### src/include/oms_defs.svh
// constants for the oscillator mode select block
// assumes inclusion by the package and the block source only
`ifndef OMS_DEFS_SVH
`define OMS_DEFS_SVH
`define OMS_MODE_W 3
`define OMS_CODE_LP 3'h0
`define OMS_CODE_XT 3'h1
`define OMS_CODE_HS 3'h2
`define OMS_CODE_EC 3'h3
`define OMS_CODE_INT_GPIO 3'h4
`define OMS_CODE_INT_CLKOUT 3'h5
`define OMS_CODE_RC_GPIO 3'h6
`define OMS_CODE_RC_CLKOUT 3'h7
`define OMS_SYS_CLK_KHZ 125000
`define OMS_INTERNAL_KHZ 8000
`define OMS_CLKOUT_DIV 4
`define OMS_HS_ADVISED_KHZ 3500
`endif

### src/include/oms_pkg.sv
// types for the oscillator mode select block
// assumes oms_defs.svh is on the include path
`include "oms_defs.svh"
package oms_pkg;
  typedef enum logic [2:0] {
    low_power_crystal_mode = `OMS_CODE_LP,
    crystal_resonator_mode = `OMS_CODE_XT,
    high_speed_crystal_mode = `OMS_CODE_HS,
    external_clock_gpio_mode = `OMS_CODE_EC,
    internal_osc_dual_gpio_mode = `OMS_CODE_INT_GPIO,
    internal_osc_clkout_mode = `OMS_CODE_INT_CLKOUT,
    resistor_capacitor_gpio_mode = `OMS_CODE_RC_GPIO,
    resistor_capacitor_clkout_mode = `OMS_CODE_RC_CLKOUT
  } oms_mode_type;

  typedef enum logic [1:0] {
    oms_src_crystal = 2'h0,
    oms_src_rc = 2'h1,
    oms_src_internal = 2'h2,
    oms_src_external = 2'h3
  } oms_src_type;

  // pin ownership and drive seen by the port a logic
  typedef struct packed {
    logic osc_in_reserved;
    logic osc_out_reserved;
    logic bit6_gpio;
    logic bit7_gpio;
    logic bit6_clkout;
  } oms_pins_type;
endpackage : oms_pkg

### src/oms_select.sv
// oscillator mode decode, pin ownership and clock/4 output
// assumes osc_mode_select_bits are static straps, sampled after reset release
`timescale 1ns/100ps
`default_nettype none
`include "oms_defs.svh"
module oms_select #(
  parameter int clkout_div = `OMS_CLKOUT_DIV
) (
  input wire logic clock,
  input wire logic arst_n,
  input wire logic [`OMS_MODE_W-1:0] osc_mode_select_bits,
  input wire logic osc_in_pin,
  output oms_pkg::oms_mode_type mode,
  output oms_pkg::oms_src_type clk_source,
  output oms_pkg::oms_pins_type pins,
  output logic sys_clk_en,
  output logic port_a_bit6_pin_out,
  output logic port_a_bit6_pin_oe,
  output logic mode_valid
);
  import oms_pkg::*;

  typedef struct packed {
    logic [1:0] sync_q;
    logic [`OMS_MODE_W-1:0] strap_s1_q;
    logic [`OMS_MODE_W-1:0] strap_s2_q;
    logic [1:0] ext_sync_q;
    logic ext_prev_q;
    logic taken_q;
    oms_mode_type mode_q;
    oms_src_type src_q;
    oms_pins_type pins_q;
    logic [7:0] int_cnt_q;
    logic [7:0] div_q;
    logic en_q;
    logic clko_q;
    logic oe_q;
    logic out_q;
  } oms_state_type;

  oms_state_type s_q;
  oms_state_type s_d;

  // every field written per mode so the pin map reads as a table
  function automatic oms_pins_type pins_of(input oms_mode_type m);
    oms_pins_type p;
    p = '0;
    case (m)
      low_power_crystal_mode: begin
        p.osc_in_reserved = 1'b1;
        p.osc_out_reserved = 1'b1;
        p.bit6_gpio = 1'b0;
        p.bit7_gpio = 1'b0;
        p.bit6_clkout = 1'b0;
      end

      crystal_resonator_mode: begin
        p.osc_in_reserved = 1'b1;
        p.osc_out_reserved = 1'b1;
        p.bit6_gpio = 1'b0;
        p.bit7_gpio = 1'b0;
        p.bit6_clkout = 1'b0;
      end

      high_speed_crystal_mode: begin
        p.osc_in_reserved = 1'b1;
        p.osc_out_reserved = 1'b1;
        p.bit6_gpio = 1'b0;
        p.bit7_gpio = 1'b0;
        p.bit6_clkout = 1'b0;
      end

      resistor_capacitor_clkout_mode: begin
        p.osc_in_reserved = 1'b1;
        p.osc_out_reserved = 1'b0;
        p.bit6_gpio = 1'b0;
        p.bit7_gpio = 1'b0;
        p.bit6_clkout = 1'b1;
      end

      resistor_capacitor_gpio_mode: begin
        p.osc_in_reserved = 1'b1;
        p.osc_out_reserved = 1'b0;
        p.bit6_gpio = 1'b1;
        p.bit7_gpio = 1'b0;
        p.bit6_clkout = 1'b0;
      end

      internal_osc_clkout_mode: begin
        p.osc_in_reserved = 1'b0;
        p.osc_out_reserved = 1'b0;
        p.bit6_gpio = 1'b0;
        p.bit7_gpio = 1'b1;
        p.bit6_clkout = 1'b1;
      end

      internal_osc_dual_gpio_mode: begin
        p.osc_in_reserved = 1'b0;
        p.osc_out_reserved = 1'b0;
        p.bit6_gpio = 1'b1;
        p.bit7_gpio = 1'b1;
        p.bit6_clkout = 1'b0;
      end

      external_clock_gpio_mode: begin
        p.osc_in_reserved = 1'b1;
        p.osc_out_reserved = 1'b0;
        p.bit6_gpio = 1'b1;
        p.bit7_gpio = 1'b0;
        p.bit6_clkout = 1'b0;
      end
      default: p = '0;
    endcase
    return p;
  endfunction : pins_of

  function automatic oms_src_type src_of(input oms_mode_type m);
    case (m)
      low_power_crystal_mode: src_of = oms_src_crystal;
      crystal_resonator_mode: src_of = oms_src_crystal;
      high_speed_crystal_mode: src_of = oms_src_crystal;
      resistor_capacitor_clkout_mode: src_of = oms_src_rc;
      resistor_capacitor_gpio_mode: src_of = oms_src_rc;
      internal_osc_clkout_mode: src_of = oms_src_internal;
      internal_osc_dual_gpio_mode: src_of = oms_src_internal;
      external_clock_gpio_mode: src_of = oms_src_external;
      default: src_of = oms_src_crystal;
    endcase
  endfunction : src_of

  // strap codes are total: every value names a mode, no cast needed
  function automatic oms_mode_type mode_of(input logic [`OMS_MODE_W-1:0] b);
    case (b)
      `OMS_CODE_LP: mode_of = low_power_crystal_mode;
      `OMS_CODE_XT: mode_of = crystal_resonator_mode;
      `OMS_CODE_HS: mode_of = high_speed_crystal_mode;
      `OMS_CODE_EC: mode_of = external_clock_gpio_mode;
      `OMS_CODE_INT_GPIO: mode_of = internal_osc_dual_gpio_mode;
      `OMS_CODE_INT_CLKOUT: mode_of = internal_osc_clkout_mode;
      `OMS_CODE_RC_GPIO: mode_of = resistor_capacitor_gpio_mode;
      `OMS_CODE_RC_CLKOUT: mode_of = resistor_capacitor_clkout_mode;
      default: mode_of = low_power_crystal_mode;
    endcase
  endfunction : mode_of

  // internal source is modelled as a rate enable off the system clock
  localparam int int_div = `OMS_SYS_CLK_KHZ / `OMS_INTERNAL_KHZ;
  localparam logic [7:0] int_last = 8'(int_div - 1);
  localparam logic [7:0] q_last = 8'(clkout_div / 2 - 1);

  logic int_tick;
  logic ext_rise;
  logic src_tick;

  // free-running, so the internal rate has no phase tie to capture
  assign int_tick = (s_q.int_cnt_q == int_last);
  assign ext_rise = s_q.ext_sync_q[1] && !s_q.ext_prev_q;

  always_comb begin
    case (s_q.src_q)
      oms_src_internal: src_tick = int_tick;
      oms_src_external: src_tick = ext_rise;
      // crystal and rc oscillators sit outside; run at the system rate
      default: src_tick = 1'b1;
    endcase
  end

  always_comb begin
    s_d = s_q;
    s_d.sync_q = {s_q.sync_q[0], 1'b1};
    // strap is a pin: two flops before the decode reads it
    s_d.strap_s1_q = osc_mode_select_bits;
    s_d.strap_s2_q = s_q.strap_s1_q;
    s_d.ext_sync_q = {s_q.ext_sync_q[0], osc_in_pin};
    s_d.ext_prev_q = s_q.ext_sync_q[1];
    s_d.int_cnt_q = int_tick ? 8'h00 : s_q.int_cnt_q + 8'h01;

    // field caught once, three cycles after release, never again
    if (!s_q.taken_q && s_q.sync_q[1]) begin
      s_d.taken_q = 1'b1;
      s_d.mode_q = mode_of(s_q.strap_s2_q);
      s_d.src_q = src_of(mode_of(s_q.strap_s2_q));
      s_d.pins_q = pins_of(mode_of(s_q.strap_s2_q));
    end

    s_d.en_q = s_q.taken_q && src_tick;
    s_d.oe_q = s_q.taken_q && s_q.pins_q.bit6_clkout;
    if (s_q.taken_q && src_tick) begin
      // half period of clkout_div/2 source cycles gives source/4
      if (s_q.div_q == q_last) begin
        s_d.div_q = 8'h00;
        s_d.clko_q = !s_q.clko_q;
      end else begin
        s_d.div_q = s_q.div_q + 8'h01;
      end
    end

    // registered so the pin sees no gate glitch
    s_d.out_q = s_d.clko_q && s_d.oe_q;
  end

  always_ff @(posedge clock or negedge arst_n) begin
    if (!arst_n) begin
      s_q <= '0;
    end else begin
      s_q <= s_d;
    end
  end

  assign mode = s_q.mode_q;
  assign clk_source = s_q.src_q;
  assign pins = s_q.pins_q;
  assign sys_clk_en = s_q.en_q;
  assign port_a_bit6_pin_out = s_q.out_q;
  assign port_a_bit6_pin_oe = s_q.oe_q;
  assign mode_valid = s_q.taken_q;
endmodule : oms_select
`default_nettype wire

### config.mk
export PLATFORM = sky130hd
export DESIGN_NAME = oms_select
export DESIGN_NICKNAME = d
export VERILOG_FILES = /design/src/include/oms_pkg.sv /design/src/oms_select.sv
export VERILOG_INCLUDE_DIRS = /design/src /design/src/include
export SDC_FILE = /design/constraint.sdc
export NUM_CORES = 1
export LEC_CHECK = 0
export ABC_AREA = 1
export ABC_CLOCK_PERIOD_IN_PS = 1300
export BUFFER_PORTS_ARGS = -buffer_cell sky130_fd_sc_hd__buf_2
export CORE_ASPECT_RATIO = 0.75
export CORE_MARGIN = 2
export CORE_UTILIZATION = 40
export DETAILED_ROUTE_END_ITERATION = 12
export PLACE_DENSITY = 0.64
export SETUP_SLACK_MARGIN = 0.4
export SLEW_MARGIN = 0
export SYNTH_ARGS = -nofsm -noshare
export SYNTH_HDL_FRONTEND = slang
export SYNTH_SLANG_ARGS = --single-unit
### constraint.sdc
create_clock -name clock -period 1.3 [get_ports clock]
set_input_delay 0.13 -clock clock [delete_from_list [all_inputs] [get_ports clock]]
set_output_delay 0.13 -clock clock [all_outputs]
set_load 0.03 [all_outputs]
Word level (Yosys, flattened, before mapping)
Memories as Yosys holds them, arrays and structs flattened. A register that Yosys moved wholly into a read port is not among the register bits.
Cells that the tools add are included.
{"block": "classes", "n_addsub": 2, "n_eq_ne": 4, "mux": 7, "n_reduce_logical": 11}
{"op": "$add A8 B1 Y8 const B", "n": 2}
{"op": "$mux W8", "n": 2}
{"op": "$eq A8 B1 Y1 const B", "n": 1}
{"op": "$eq A8 B4 Y1 const B", "n": 1}
{"op": "$logic_not A1 Y1", "n": 6}
{"op": "$mux W3", "n": 2}
{"op": "$logic_and A1 B1 Y1", "n": 5}
{"op": "$eq A2 B2 Y1 const B", "n": 2}
{"op": "$mux W1", "n": 2}
{"op": "$pmux W1 S2", "n": 1}
{"block": "word_totals", "regBits": 32, "mem_bits_ro": 128, "inputBits": 6, "output_inout_bits": 14, "wordCells": 41, "n_memories": 5}
{"name": "(name not given)", "words": 8, "word_bits": 5, "rd": 1, "rd_clocked_by_memory_dff": 1, "wr": 0, "line_no": "oms_select.sv:48", "rtl": "case (m)"}
{"name": "(name not given)", "words": 8, "word_bits": 3, "rd": 1, "rd_clocked_by_memory_dff": 1, "wr": 0, "line_no": "oms_select.sv:133", "rtl": "case (b)"}
{"name": "(name not given)", "words": 8, "word_bits": 3, "rd": 1, "rd_clocked_by_memory_dff": 0, "wr": 0, "line_no": "oms_select.sv:133"}
{"name": "(name not given)", "words": 8, "word_bits": 3, "rd": 1, "rd_clocked_by_memory_dff": 0, "wr": 0, "line_no": "oms_select.sv:133"}
{"name": "(name not given)", "words": 8, "word_bits": 2, "rd": 1, "rd_clocked_by_memory_dff": 1, "wr": 0, "line_no": "oms_select.sv:118", "rtl": "case (m)"}

Longest topological paths before layout
{"block": "logic_depth", "depth_word": 6, "ltp_mapped": 10, "depth_no_buf": 10}

Worst setup path after synthesis
No wires, ideal clock.
{"block": "synth_timing", "kind": "register to register", "startpoint": "register s_q (netlist bit mode_valid)", "endpoint": "register, netlist name pins[0]", "setup_time_ns": 0.119, "t_arrival_ns": 1.242, "required_ns": 1.181, "setup_slack_ns": -0.061, "stages_incl_launch_ff": 6, "n_path_buf": 0, "synth_period_minus_slack_ns": 1.361, "cell_sequence": "dfrtp_1 > nor2_2 > inv_2 > nor2_1 > a21oi_1 > o21a_1"}
{"block": "synth_between", "elab_chain_len": 2}
{"item": "start: declaration", "line_no": "oms_select.sv:41", "rtl": "oms_state_type s_q;"}
{"item": "start signal: assignment", "line_no": "oms_select.sv:204", "rtl": "s_q <= '0;"}
{"item": "start signal: assignment", "line_no": "oms_select.sv:206", "rtl": "s_q <= s_d;"}
{"item": "$logic_not A1 Y1", "line_no": "oms_select.sv:179", "rtl": "if (!s_q.taken_q && s_q.sync_q[1]) begin"}
{"item": "$logic_and A1 B1 Y1", "line_no": "oms_select.sv:179"}
No other way between the ends.
A chain may end at the register's enable or synchronous reset.

==> qor.yml <==
place_congestion: 0.873
drcViolationCount: 0
synth_area_leader_cell: "dfrtp_1"
vias: 1417
diodes: 0
final_cell_area_mm2: 0.00270
worstHoldPathType: "in -> async"
cts-root-buf: "clkbuf_8"
start_util_pct: 41.0
synth_top_area_share_pct: 58.4
cts_max_level: 2
clk_latency_ns: 0.29
hold_viol: 0
violations: "setup timing"
cap_viol_max_count: 0
ys_types: 24
placed_cell_area_mm2: 0.00203
globalRouteTotalUtil_pct: 15.9
total_power_uw: 3610
startpoint_type: "register"
setup_viol: 12
arrival_ns: 1.61
required_ns: 1.52
cp-end-kind: "register"
grt_pass1_wl_mm: 6.19
regArea_mm2: 0.00105
numClockSinks: 42
avgSynthCellArea_um2: 9.58
place_ws_ns: -0.123
status: "finished, violations left"
multiInputGateArea_um2: 748
fmax_ghz: 0.720
clock_path_buffers: 2
io_pins: 20
antenna_found_initial: 0
core_area_mm2: 0.00439
fin_ws_ns: -0.0883
crit_type: "reg -> reg"
cellLeakagePower_uw: 0.00131
synthesis.nets: 198
synth_area_leaders: "dfrtp_1, nand2_1, nor2_1, buf_4, inv_1"
ys_seq_area_share_pct: 58.4
fp.dieW_um: 81.5
powerDensity_mw_per_mm2: 1340
viasPerCell: 4.56
finalMaxSlewViolations: 0
synthToLayoutAreaGrowth_pct: 49.7
rows: 21
ant_nets: 0
hold_slack_ns: 0.274
fin_crit_sh_pct: 107
drive_above_1_share_pct: 43.7
dpl.hpwl_mm: 2.20
dr.pass1.iters: 4
dieArea_mm2: 0.00506
rsz0062_at_grt: "yes"
syn-cell-area_mm2: 0.00180
ir_worst_vdd_v: 0.000691
grt_max_degree: 20
clk_pin_slew_worst_paths_ns: 0.08
routed_wirelength_mm: 3.89
fin_skew_ns: 0.00967
routedWlPerCell_um: 12.5
reg2reg_slack_ns: -0.09
die_y_um: 62.1
nets: 263
critical_path.max_fanout: 3
synth_cells: 188
grt_overflow: 0
period_needed_ns: 1.39
yosys_warnings: 0
numCtsBuffers: 5
ys_ff_latch: 42
filler_cell_count: 364
place.port_buffers: 19
grt_pass1_vias: 1407
cts_tree: "built"
initialDrtViolationCount: 60
## cells in the mapped netlist, drive strengths merged
master,instances
nor3b,1
ha,4
nand4,3
nor3,1
o21a,1
conb,1
nor4,1
xor2,8
or2,1
nor2,24
o22ai,1
dfrtp,42
inv,22
nand3,8
o21ai,11
buf,11
nand2,44
a21oi,4
## placed cells by master (no fill, tap or decap), drive strengths merged
cell,Yosys,layout
clkbuf,0,6
a21oi,4,4
conb,1,1
o21ai,11,11
ha,4,4
inv,22,21
nor4,1,1
nor3b,1,1
nor3,1,1
nand2,44,45
o22ai,1,1
o21a,1,1
clkinv,0,1
nor2,24,24
nand3,8,8
clkinvlp,0,1
buf,11,63
or2,1,1
xor2,8,8
dfrtp,42,42
nand4,3,3
bufinv,0,1
dlygate4sd3,0,5
## worst max-delay path, stage by stage, from the launching register on
cell	delay, ns
dfrtp_1	0.40
inv_2	0.08
ha_4	0.12
nand2_2	0.04
nor2_1	0.09
nand3_1	0.12
nand2_4	0.15
buf_6	0.12
nand3_4	0.07
a21oi_2	0.13
## layout make-up
type	count	area share, %
Multi-Input combinational cell	114	27.8
Sequential cell	42	39.0
Inverter	22	3.53
Timing Repair Buffer	68	22.9
Tap cell	57	2.65
Clock inverter	2	1.39
Clock buffer	6	2.69
## logic make-up after synthesis
kind of cell	Yosys count	synth area share, %
AOI/OAI and AO/OA	17	5.77
buffers and inverters	33	9.38
and+or+nand+nor	83	19.6
other	1	0.208
DFF	42	58.4
adders and majority gates	4	2.78
xor gates and xnor gates	8	3.89
## layer usage
layer | track usage [%] | vias up | wire [um]
li1 | - | 712 | -
met5 | 0 | - | 0
met2 | 25.5 | 22 | 2000
met4 | 5.08 | 0 | 32
met3 | 4.36 | 4 | 109
met1 | 20.9 | 679 | 1740
## sequential cells by signal (all words and copies together) (netlist names)
name and count:
clk_source 2, sys_clk_en 1, mode 3, port_a_bit6_pin_oe 1, s_q 22, pins 5
mode_valid 1, port_a_bit6_pin_out 1, s_d 6
## through the flow
step / utilization [%] / TNS (ns) / instances
after floorplan: - / -0.192 / 188
after global placement: 46.4 / -0.671 / 270
after detailed placement: 46.4 / -0.811 / 270
after CTS: 57.6 / -0.119 / 301
after global routing: 61.4 / -1.67 / 311
final: 61.4 / -0.551 / 311
## report_power, final
| part | switching [uW] | leakage [uW] | internal, uW |
|---|---|---|---|
| Combinational | 543 | 0.000736 | 454 |
| Sequential | 139 | 0.000522 | 1460 |
| Clock | 433 | 0.0000514 | 573 |
## worst paths after layout
kind | startpoint | endpoint | cells after the start
min in group clock | s_d[36] | s_q[36] | 0
max | s_q[12] | port_a_bit6_pin_out | 9
min reg2reg | s_d[36] | s_q[36] | 0
min | arst_n | s_q[36] | 2
max in group asynchronous | arst_n | s_q[19] | 3
max reg2reg | s_q[12] | port_a_bit6_pin_out | 9
## timing repair
item | in CTS | in global routing
setup endpoints to repair | 44 | 45
setup buffers | 18 | 9
hold buffers | 5 | 0
pin swaps | 16 | 18
gates resized for setup | 56 | 28
gates cloned | 0 | 1
hold endpoints to repair | 16 | 0
Note: power is estimated with default switching activity, not from simulation.
